==> src/hdl/wurun_consts.svh <==
// Register map, field positions, reset values and timing counts of the run-mode sequencer
`ifndef WURUN_CONSTS_SVH
`define WURUN_CONSTS_SVH
// Byte offsets
`define OFS_CTRL      4'h0
`define OFS_TMO_A     4'h4
`define OFS_TMO_B     4'h8
`define OFS_EXTCMD    4'hC
`define OFS_STATUS    5'h10
`define OFS_CHREC     5'h14
`define OFS_EVMASK    5'h18
// Control fields
`define CT_MASTER_MODE_SELECT       0
`define CT_MT         1
`define CT_PMOD       2
`define CT_RETEOM     3
`define CT_EOM_TO_A   4
`define CT_TMO_TO_A   5
`define CT_PARALLEL_WAKEUP_ENABLE      6
`define CT_KEEPFR     7
`define CT_COO        8
`define CT_FCLR_CYC   9
`define CT_FCLR_FS    10
`define CT_EXTERNAL_PROCESSING_MODE    11
`define CT_MULTI      12
`define CTRL_RST      32'h0000_0000
`define TMO_RST       32'h0000_0000
// External command bits
`define XC_TMO        0
`define XC_EOM        1
// Timeout tick: 100 us at a 100 ns clock
`define CLK_NS        100
`define TICK_NS       100000
`define TICK_CYC      (`TICK_NS / `CLK_NS)
`endif

==> src/hdl/wurun_pkg.sv <==
// Types shared by the run-mode sequencer
package wurun_pkg;
  typedef enum logic [1:0] {
    S_HOST    = 2'b00,
    S_POLL    = 2'b01,
    S_WAIT    = 2'b11,
    S_PAYLOAD = 2'b10
  } seq_state_t;
  typedef struct packed {
    logic wakeup;
    logic sync;
    logic frame_start;
    logic tag;
    logic end_of_message;
    logic fifo_locked;
    logic last_cfg;
  } rx_ev_t;
  typedef struct packed {
    logic restart;
    logic next;
    logic go_off;
  } poll_cmd_t;
endpackage

==> src/hdl/wurun_seq.sv <==
// Wake-up run-mode sequencer with Wishbone register slave
//
// Design decisions made here: the register offsets and register access over Wishbone.
`timescale 1ns/10ps
`default_nettype none
`include "wurun_consts.svh"
module wurun_seq
  import wurun_pkg::*;
#(
  parameter int TICK_CYC = `TICK_CYC
) (
  // Clock and reset
  input  wire logic        clk_i,
  input  wire logic        rst_i,
  // Wishbone slave
  input  wire logic        cyc_i,
  input  wire logic        stb_i,
  input  wire logic        we_i,
  input  wire logic [4:0]  adr_i,
  input  wire logic [3:0]  sel_i,
  input  wire logic [31:0] dat_i,
  output logic      [31:0] dat_o,
  output logic             ack_o,
  // Receive path events
  input  wire rx_ev_t      rx_i,
  // Sequencer controls
  output seq_state_t       state_o,
  output logic             cfg_o,
  output logic             mod_o,
  output logic             fifo_clear_o,
  output logic             framer_clear_o,
  output logic             wu_search_o,
  output poll_cmd_t        poll_o,
  output logic             host_event_o
);

  seq_state_t  state_q, state_d;
  logic [31:0] ctrl_q, tmo_a_q, tmo_b_q;
  logic [2:0]  sticky_q, mask_q;
  logic [1:0]  chrec_q;
  logic        cfg_q, ext_to_q, ext_eom_q;
  logic        ack_q, wr;
  logic [15:0] tick_cnt_q;
  logic        tick_q;
  logic [7:0]  phase_cnt_q, sl_cnt_q;
  logic        pwu_armed_q, pwu_done_q, pwu_act, sync_q;
  logic        in_run, ext_en, ext_to, ext_eom, timeout, eom_hit, leave, resume_a;
  logic        enter, pwu_wu, frame_ok, reload;
  logic [31:0] tmo;

  // Byte-lane merge for writes
  function automatic logic [31:0] merge(input logic [31:0] old, input logic [31:0] nw, input logic [3:0] be);
    logic [31:0] r;
    r = old;
    for (int i = 0; i < 4; i++) begin
      if (be[i]) begin
        r[i*8 +: 8] = nw[i*8 +: 8];
      end
    end
    return r;
  endfunction

  // Event decode
  always_comb begin
    in_run   = (state_q == S_WAIT) || (state_q == S_PAYLOAD);
    ext_en   = ctrl_q[`CT_EXTERNAL_PROCESSING_MODE];
    ext_to   = ext_to_q && ext_en && in_run;
    ext_eom  = ext_eom_q && ext_en && in_run;
    tmo      = cfg_q ? tmo_b_q : tmo_a_q;
    timeout  = ext_to
            || (in_run && tmo[7:0] != 8'h00 && sl_cnt_q >= tmo[7:0])
            || (state_q == S_WAIT && tmo[15:8] != 8'h00 && phase_cnt_q >= tmo[15:8])
            || (state_q == S_PAYLOAD && tmo[23:16] != 8'h00 && phase_cnt_q >= tmo[23:16]);
    eom_hit  = (state_q == S_PAYLOAD && rx_i.end_of_message && !ext_en) || ext_eom;
    leave    = in_run && (timeout || (eom_hit && ctrl_q[`CT_RETEOM]));
    resume_a = timeout ? ctrl_q[`CT_TMO_TO_A] : ctrl_q[`CT_EOM_TO_A];
    enter    = state_q == S_POLL && rx_i.wakeup;
    pwu_act  = pwu_armed_q && !pwu_done_q && ctrl_q[`CT_PARALLEL_WAKEUP_ENABLE] && state_q == S_WAIT
            && rx_i.sync && (ctrl_q[`CT_MT] == ctrl_q[`CT_PMOD]);
    pwu_wu   = pwu_act && rx_i.wakeup;
    frame_ok = state_q == S_WAIT && rx_i.frame_start;
    reload   = (eom_hit && !leave) || pwu_wu;
  end

  // Next state; leaving the host mode is the host's own choice
  always_comb begin
    state_d = state_q;
    if (!ctrl_q[`CT_MASTER_MODE_SELECT]) begin
      state_d = S_HOST;
    end else begin
      case (state_q)
        S_HOST:    state_d = S_POLL;
        S_POLL:    if (enter) state_d = S_WAIT;
        S_WAIT: begin
          if (leave) begin
            state_d = S_POLL;
          end else if (frame_ok) begin
            state_d = S_PAYLOAD;
          end
        end
        S_PAYLOAD: begin
          if (leave) begin
            state_d = S_POLL;
          end else if (eom_hit) begin
            state_d = S_WAIT;
          end
        end
        default:   state_d = S_HOST;
      endcase
    end
  end

  // State register and modulation follow the same edge
  always_ff @(posedge clk_i) begin
    if (rst_i) begin
      state_q <= S_HOST;
      mod_o   <= 1'b0;
    end else begin
      state_q <= state_d;
      mod_o   <= (state_d == S_WAIT || state_d == S_PAYLOAD) ? ctrl_q[`CT_MT] : ctrl_q[`CT_PMOD];
    end
  end

  // Configuration pointer; selects the timeouts, tmo_a_q when clear and tmo_b_q when set
  always_ff @(posedge clk_i) begin
    if (rst_i || !ctrl_q[`CT_MASTER_MODE_SELECT]) begin
      cfg_q <= 1'b0;
    end else if (leave) begin
      cfg_q <= resume_a ? 1'b0 : (ctrl_q[`CT_MULTI] & ~cfg_q);
    end
  end

  // Polling timer commands, one-cycle pulses
  always_ff @(posedge clk_i) begin
    if (rst_i) begin
      poll_o <= '0;
    end else begin
      poll_o.restart <= leave && (resume_a || ctrl_q[`CT_COO]);
      poll_o.next    <= leave && !resume_a;
      poll_o.go_off  <= leave && !resume_a && rx_i.last_cfg;
    end
  end

  // Timeout tick prescaler; long ticks keep the counters narrow
  always_ff @(posedge clk_i) begin
    if (rst_i || tick_cnt_q == 16'(TICK_CYC - 1)) begin
      tick_cnt_q <= 16'h0000;
    end else begin
      tick_cnt_q <= tick_cnt_q + 16'h0001;
    end
    tick_q <= !rst_i && tick_cnt_q == 16'(TICK_CYC - 1);
  end

  // Phase and sync-loss timers
  always_ff @(posedge clk_i) begin
    if (rst_i || !in_run || state_d != state_q || reload) begin
      phase_cnt_q <= 8'h00;
    end else if (tick_q && phase_cnt_q != 8'hFF) begin
      phase_cnt_q <= phase_cnt_q + 8'h01;
    end
    if (rst_i || !in_run || rx_i.sync || leave || reload) begin
      sl_cnt_q <= 8'h00;
    end else if (tick_q && sl_cnt_q != 8'hFF) begin
      sl_cnt_q <= sl_cnt_q + 8'h01;
    end
  end

  // FIFO and framer clears
  always_ff @(posedge clk_i) begin
    if (rst_i) begin
      fifo_clear_o   <= 1'b0;
      framer_clear_o <= 1'b0;
    end else begin
      fifo_clear_o   <= ((enter || pwu_wu) && ctrl_q[`CT_FCLR_CYC])
                     || (frame_ok && !rx_i.fifo_locked && ctrl_q[`CT_FCLR_FS]);
      framer_clear_o <= (enter || pwu_wu) && !ctrl_q[`CT_KEEPFR];
    end
  end

  // Parallel wake-up search: armed by a message end, one sync period long
  always_ff @(posedge clk_i) begin
    if (rst_i || !in_run) begin
      pwu_armed_q <= 1'b0;
      pwu_done_q  <= 1'b0;
    end else begin
      if (eom_hit) begin
        pwu_armed_q <= 1'b1;
      end
      if (ext_eom || pwu_wu) begin
        pwu_done_q <= 1'b0;
      end else if (pwu_armed_q && state_q == S_WAIT && !rx_i.sync && sync_q) begin
        pwu_done_q <= 1'b1;
      end
    end
    wu_search_o <= !rst_i && (state_d == S_POLL || (pwu_act && state_d == S_WAIT));
    sync_q      <= !rst_i && rx_i.sync;                                // Idle low, so no false fall after reset
  end

  // Channel record and sticky events; a new event beats its clear
  always_ff @(posedge clk_i) begin
    if (rst_i) begin
      chrec_q      <= 2'b00;
      sticky_q     <= 3'b000;
      host_event_o <= 1'b0;
    end else begin
      if (eom_hit) begin
        chrec_q <= {mod_o, cfg_q};
      end
      for (int i = 0; i < 3; i++) begin
        if (wr && adr_i == `OFS_STATUS && sel_i[0] && dat_i[i]) begin
          sticky_q[i] <= 1'b0;
        end
      end
      if (frame_ok) sticky_q[0] <= 1'b1;
      if (state_q == S_PAYLOAD && rx_i.tag) sticky_q[1] <= 1'b1;
      if (eom_hit) sticky_q[2] <= 1'b1;
      host_event_o <= |(sticky_q & mask_q);
    end
  end

  // Wishbone slave: ack one cycle after request, write at the ack edge
  assign wr = cyc_i && stb_i && we_i && ack_q;
  always_ff @(posedge clk_i) begin
    if (rst_i) begin
      ack_q <= 1'b0;
      dat_o <= 32'h0000_0000;
    end else begin
      ack_q <= cyc_i && stb_i && !ack_q;
      case (adr_i)
        5'(`OFS_CTRL):   dat_o <= ctrl_q;
        5'(`OFS_TMO_A):  dat_o <= tmo_a_q;
        5'(`OFS_TMO_B):  dat_o <= tmo_b_q;
        `OFS_STATUS:     dat_o <= {24'h00_0000, cfg_q, state_q, pwu_armed_q, pwu_done_q, sticky_q};
        `OFS_CHREC:      dat_o <= {30'h0000_0000, chrec_q};
        `OFS_EVMASK:     dat_o <= {29'h0000_0000, mask_q};
        default:         dat_o <= 32'h0000_0000;
      endcase
    end
  end
  assign ack_o = ack_q;

  // Software registers; commands are single-cycle strobes
  always_ff @(posedge clk_i) begin
    if (rst_i) begin
      ctrl_q    <= `CTRL_RST;
      tmo_a_q   <= `TMO_RST;
      tmo_b_q   <= `TMO_RST;
      mask_q    <= 3'b000;
      ext_to_q  <= 1'b0;
      ext_eom_q <= 1'b0;
    end else begin
      ext_to_q  <= wr && adr_i == 5'(`OFS_EXTCMD) && sel_i[0] && dat_i[`XC_TMO];
      ext_eom_q <= wr && adr_i == 5'(`OFS_EXTCMD) && sel_i[0] && dat_i[`XC_EOM];
      if (wr && adr_i == 5'(`OFS_CTRL)) ctrl_q <= merge(ctrl_q, dat_i, sel_i);
      if (wr && adr_i == 5'(`OFS_TMO_A)) tmo_a_q <= merge(tmo_a_q, dat_i, sel_i);
      if (wr && adr_i == 5'(`OFS_TMO_B)) tmo_b_q <= merge(tmo_b_q, dat_i, sel_i);
      if (wr && adr_i == `OFS_EVMASK && sel_i[0]) mask_q <= dat_i[2:0];
    end
  end

  assign state_o = state_q;
  assign cfg_o   = cfg_q;

  property p_wake_enter;
    @(posedge clk_i) disable iff (rst_i)
    (state_q == S_POLL && rx_i.wakeup && ctrl_q[`CT_MASTER_MODE_SELECT]) |=> (state_q == S_WAIT && mod_o == ctrl_q[`CT_MT]);
  endproperty
  a_wake_enter: assert property (p_wake_enter) else $error("wake-up did not enter run");

  property p_tmo_leave;
    @(posedge clk_i) disable iff (rst_i)
    (in_run && timeout && ctrl_q[`CT_MASTER_MODE_SELECT]) |=> (state_q == S_POLL && phase_cnt_q == 8'h00);
  endproperty
  a_tmo_leave: assert property (p_tmo_leave) else $error("timeout did not leave run");

  property p_fifo_cyc;
    @(posedge clk_i) disable iff (rst_i)
    (state_q == S_POLL && rx_i.wakeup && ctrl_q[`CT_FCLR_CYC]) |=> fifo_clear_o ##1 !fifo_clear_o;
  endproperty
  a_fifo_cyc: assert property (p_fifo_cyc) else $error("fifo not cleared at cycle start");

  property p_chrec;
    @(posedge clk_i) disable iff (rst_i)
    eom_hit |=> chrec_q[0] == $past(cfg_q);
  endproperty
  a_chrec: assert property (p_chrec) else $error("channel record wrong");

  property p_restart_a;
    @(posedge clk_i) disable iff (rst_i)
    (leave && resume_a) |=> (poll_o.restart && !poll_o.next && cfg_q == 1'b0);
  endproperty
  a_restart_a: assert property (p_restart_a) else $error("resume on A did not restart timer");

  property p_coo;
    @(posedge clk_i) disable iff (rst_i)
    (leave && ctrl_q[`CT_COO]) |=> poll_o.restart;
  endproperty
  a_coo: assert property (p_coo) else $error("constant on-off did not restart timer");

  property p_ext_gate;
    @(posedge clk_i) disable iff (rst_i)
    (ext_to_q && !ctrl_q[`CT_EXTERNAL_PROCESSING_MODE] && state_q == S_WAIT && !timeout && !frame_ok && ctrl_q[`CT_MASTER_MODE_SELECT])
      |=> state_q == S_WAIT;
  endproperty
  a_ext_gate: assert property (p_ext_gate) else $error("external timeout honoured while disabled");

  property p_payload_no_wu;
    @(posedge clk_i) disable iff (rst_i)
    (state_q == S_PAYLOAD) [*2] |-> !wu_search_o;
  endproperty
  a_payload_no_wu: assert property (p_payload_no_wu) else $error("wake-up search during payload");

  property p_keep_framer;
    @(posedge clk_i) disable iff (rst_i)
    (state_q == S_POLL && rx_i.wakeup && ctrl_q[`CT_KEEPFR]) |=> !framer_clear_o;
  endproperty
  a_keep_framer: assert property (p_keep_framer) else $error("framer cleared despite keep bit");

  property p_ack;
    @(posedge clk_i) disable iff (rst_i)
    (cyc_i && stb_i && !ack_o) |=> ack_o ##1 !ack_o;
  endproperty
  a_ack: assert property (p_ack) else $error("bus ack not single cycle");

  property p_fifo_frame;
    @(posedge clk_i) disable iff (rst_i)
    (frame_ok && !rx_i.fifo_locked && ctrl_q[`CT_FCLR_FS]) |=> fifo_clear_o;
  endproperty
  a_fifo_frame: assert property (p_fifo_frame) else $error("fifo not cleared at frame start");

  property p_go_off;
    @(posedge clk_i) disable iff (rst_i)
    (leave && !resume_a && rx_i.last_cfg) |=> (poll_o.go_off && poll_o.next);
  endproperty
  a_go_off: assert property (p_go_off) else $error("last configuration did not go off");

  property p_eom_stay;
    @(posedge clk_i) disable iff (rst_i)
    (state_q == S_PAYLOAD && eom_hit && !leave && ctrl_q[`CT_MASTER_MODE_SELECT])
      |=> (state_q == S_WAIT && phase_cnt_q == 8'h00);
  endproperty
  a_eom_stay: assert property (p_eom_stay) else $error("message end did not reload and stay");

  property p_int_eom_ignored;
    @(posedge clk_i) disable iff (rst_i)
    (state_q == S_PAYLOAD && rx_i.end_of_message && ctrl_q[`CT_EXTERNAL_PROCESSING_MODE] && !ext_eom && !timeout && ctrl_q[`CT_MASTER_MODE_SELECT])
      |=> state_q == S_PAYLOAD;
  endproperty
  a_int_eom_ignored: assert property (p_int_eom_ignored) else $error("internal end used in external mode");

  property p_pwu_end;
    @(posedge clk_i) disable iff (rst_i)
    (pwu_done_q && state_q == S_WAIT && state_d == S_WAIT) |=> !wu_search_o;
  endproperty
  a_pwu_end: assert property (p_pwu_end) else $error("parallel search after sync loss");

endmodule
`default_nettype wire

==> config.mk <==
export PLATFORM = sky130hd
export DESIGN_NAME = wurun_seq
export DESIGN_NICKNAME = d
export VERILOG_FILES = /design/src/hdl/wurun_pkg.sv /design/src/hdl/wurun_seq.sv
export VERILOG_INCLUDE_DIRS = /design/src /design/src/hdl
export SDC_FILE = /design/constraint.sdc
export NUM_CORES = 1
export LEC_CHECK = 0
export BUFFER_PORTS_ARGS = -buffer_cell sky130_fd_sc_hd__buf_4
export CAP_MARGIN = 20
export CORE_MARGIN = 2
export CORE_UTILIZATION = 40
export DETAILED_ROUTE_END_ITERATION = 8
export GPL_ROUTABILITY_DRIVEN = 0
export PLACE_DENSITY_LB_ADDON = 0.15
export SYNTH_ARGS = -nofsm -noshare
export SYNTH_HDL_FRONTEND = slang
export SYNTH_SLANG_ARGS = --single-unit
==> constraint.sdc <==
create_clock -name clk_i -period 3.65 [get_ports clk_i]
set_input_delay 0.73 -clock clk_i [delete_from_list [all_inputs] [get_ports clk_i]]
set_output_delay 0.73 -clock clk_i [all_outputs]
set_load 0.05 [all_outputs]
==> results.md <==
- Final hold violations: 0
- # IOs: 97
- CTS Buffer Depth: 2
- Remaining DRCs: 0
- Crit Path Max Fanout: 16
- Yosys top cell area share: 44.98%
- Cells resized by post-CTS repair: 0
- Post-synth top cells: 186 x dfxtp_1, 108 x nand2_1, 94 x a21oi_1, 90 x nor2_1, 81 x mux2i_1
- Post-synthesis sequential area ratio: 44.98%
- Synthesized net count: 1019
- Vias in the first global route: 6580
- Seq cells post-synth: 186
- Netlist cell types: 56
- Ant. Diodes: 0
- Sinks on the clock net: 186
- Congestion Overflow GR: 0
- Slew of the pin with the lowest slew margin: 0.8196 ns
- RSZ-0062 raised after global routing: no
- Hold path depth: 1
- Outcome: complete, no violations
- Critical path data arrival time: 3.45 ns
- H-tree levels: 4
- Max IR drop VDD: 0.0003308 V
- Routed Antenna Nets: 0
- Comb pwr share: 3.6%
- Area Overhead vs Synth: 19.54%
- Buffer count from post-CTS setup fixing: 0
- Die span in x: 147.9 um
- Number of fill cells: 2008
- Tmin final: 3.117 ns
- Setup violators final: 0
- Initial Util: 40.79%
- Final WL: 22.70 mm
- Worst Setup End Kind: flop
- FMAX: 320.8 MHz
- Pint: 0.003078 W
- Via density per instance: 5.464
- First-pass detailed-route iteration total: 4
- Synthesis Warnings: 0
- Setup Crit Path Kind: flop to flop
- Clk_lat worst skew: 0.44 ns
- Number of port buffers: 96
- FP Rows: 52
- Share of layout cells above drive strength 1: 16.01%
- FF+latch area: 3725 sq um
- Reg-to-Reg Start: cfg_o$_SDFFE_PP0P_
- Top cell type by total area after synthesis: dfxtp_1
- EDFF count, synth: 0
- Fin crit share: 85.40%
- Total track usage: 21.00%
- Largest net degree at the start of global routing: 58
- Final #Nets: 1104
- Clock root buffer: clkbuf_16
- Die ar.: 21860 sq um
- Synth Flop Type: dfxtp_1
- Endpoint, Worst Hold: ack_o$_SDFF_PP0_
- Placed wire-length estimate: 16.02 mm
- CTS tree: yes
- Synth async-reset ratio: 0%
- Worst R2R End: mod_o$_SDFF_PP0_
- Reg2reg path depth: 8
- Final Max Tran Viols: 0
- Total power: 0.004048 W
- Worst hold path type: flop to flop
- P_sw: 0.0009699 W
- Clock Power Share: 46.2%
- Post-CTS Hold Fix Bufs: 0
- Synth top area cells: dfxtp_1 45%, mux2i_1 9.8%, a21oi_1 5.7%
- Clock slew at reported path FFs: 0.07 ns
- Syn Inst Count: 939
- Mapped Area: 8279 sq um
- Via total after detailed routing: 7142
- CP Launch Type: flop
- First-pass GRT wire length: 36.22 mm
- Max-cap violations: 0
- Total Negative Setup Slacks: 0 ns
- Area of the multi-input gates: 4327 sq um
- Initial antenna violation count: 0
- DIE HEIGHT: 147.9 um
- HP Start: ack_o$_SDFF_PP0_
- PwrDens: 409.0 nW/um^2
- Num CTS Buffers: 17
- Core area: 20300 sq um
- Starting DRT DRC Count: 499
- Seq pwr share: 50.3%
- Final setup skew: 0.01041 ns
- Reg2Reg Setup Slack: 0.53 ns
- Syn_area_per_cell: 8.817 sq um
- Relative slew slack: 45.33%
- Worst EP required: 3.98 ns
- Leak: 3.934 nW
- Avg WL per Cell: 17.37 um
- Sw frac: 23.96%
- Top-count cell post-synth: dfxtp_1
## layout make-up
cell class	instances	area share, %
Multi-Input combinational cell	692	43.72
Clock inverter	13	1.504
Tap cell	270	3.413
Sequential cell	186	37.64
Timing Repair Buffer	117	8.875
Inverter	10	0.3793
Clock buffer	19	4.475
## registers in the layout, summed over array words and instances, names as in the netlist, 2 cells and up
signal	flops
sl_cnt_q	8
tmo_a_q	32
chrec_q	2
tick_cnt_q	16
tmo_b_q	32
poll_o	3
mask_q	3
dat_o	32
ctrl_q	32
phase_cnt_q	8
sticky_q	3
state_o	2
## placed cells by master (no fill, tap or decap), types with 3 or more instances in the layout
master	instances
a211oi_1	3
a21o_1	3
a21oi_1	94
a22oi_1	34
a31oi_1	4
and2_1	6
and3_1	11
buf_4	117
clkbuf_16	17
dfxtp_1	185
ha_1	27
inv_1	10
inv_6	5
inv_8	3
mux2_2	4
mux2i_1	81
nand2_1	108
nand2b_1	5
nand3_1	78
nand3_2	7
nand4_1	12
nor2_1	90
nor2b_1	4
nor3_1	28
nor4_1	12
nor4b_1	3
o21ai_0	8
or3_1	4
xnor2_1	13
xor2_1	15
## layer usage
metal	track usage (%)	routed length, um	vias up
met2	32.44	10300	176
met5	0	0	-
met3	3.580	892	36
li1	-	-	3526
met4	6.667	453	0
met1	29.96	11050	3404
## metrics by stage
step	utilization, %	hold WS, ns	worst slack, ns	instances	area [sq um]
after global placement	45.84	0.4256	0.6519	1275	9305
after global routing	48.75	0.4768	0.3013	1307	9897
after detailed placement	45.84	0.4366	0.5909	1275	9305
final	48.75	0.4513	0.5329	1307	9897
after CTS	48.75	0.4552	0.5596	1307	9897
after floorplan	-	0.4176	0.1392	939	8279
## power by group through the flow
stage,Combinational [W],Sequential [W],Clock [W]
2_1_floorplan,0.0000539,0.00208,0
3_3_place_gp,0.000145,0.00208,0
3_5_place_dp,0.000144,0.00208,0
4_1_cts,0.000144,0.00203,0.00190
5_1_grt,0.000154,0.00203,0.00199
6_report,0.000144,0.00203,0.00187
## worst max-delay path, stage by stage, from the launching register on
cell	delay (ns)
dfxtp_2	0.55
mux2_2	0.38
ha_1	0.27
nand2b_1	0.14
a2111oi_0	0.38
or4_1	0.22
a41o_1	0.31
nand3_2	0.35
o311ai_0	0.41
## kinds of logic after synthesis
logic type / after synthesis / synth area share [%]
AOI/OAI and AO/OA: 170 / 12.71
xor gates and xnor gates: 28 / 2.962
adders and majority gates: 27 / 4.080
buffers and inverters: 61 / 3.007
DFF: 186 / 44.98
muxes: 85 / 10.34
and+or+nand+nor: 382 / 21.93
## worst max-delay path by stage
| stage | slack (ns) | depth (start not counted) | from | endpoint |
|---|---|---|---|---|
| after floorplan | 0.14 | 11 | cfg_o$_SDFFE_PP0P_ | poll_o[2]$_SDFF_PP0_ |
| after global placement | 0.65 | 9 | cfg_o$_SDFFE_PP0P_ | mod_o$_SDFF_PP0_ |
| after detailed placement | 0.59 | 8 | cfg_o$_SDFFE_PP0P_ | mod_o$_SDFF_PP0_ |
| after CTS | 0.56 | 8 | cfg_o$_SDFFE_PP0P_ | mod_o$_SDFF_PP0_ |
| after global routing | 0.30 | 8 | cfg_o$_SDFFE_PP0P_ | mod_o$_SDFF_PP0_ |
| final | 0.53 | 8 | cfg_o$_SDFFE_PP0P_ | mod_o$_SDFF_PP0_ |
Note: power is estimated with default switching activity, not from simulation.
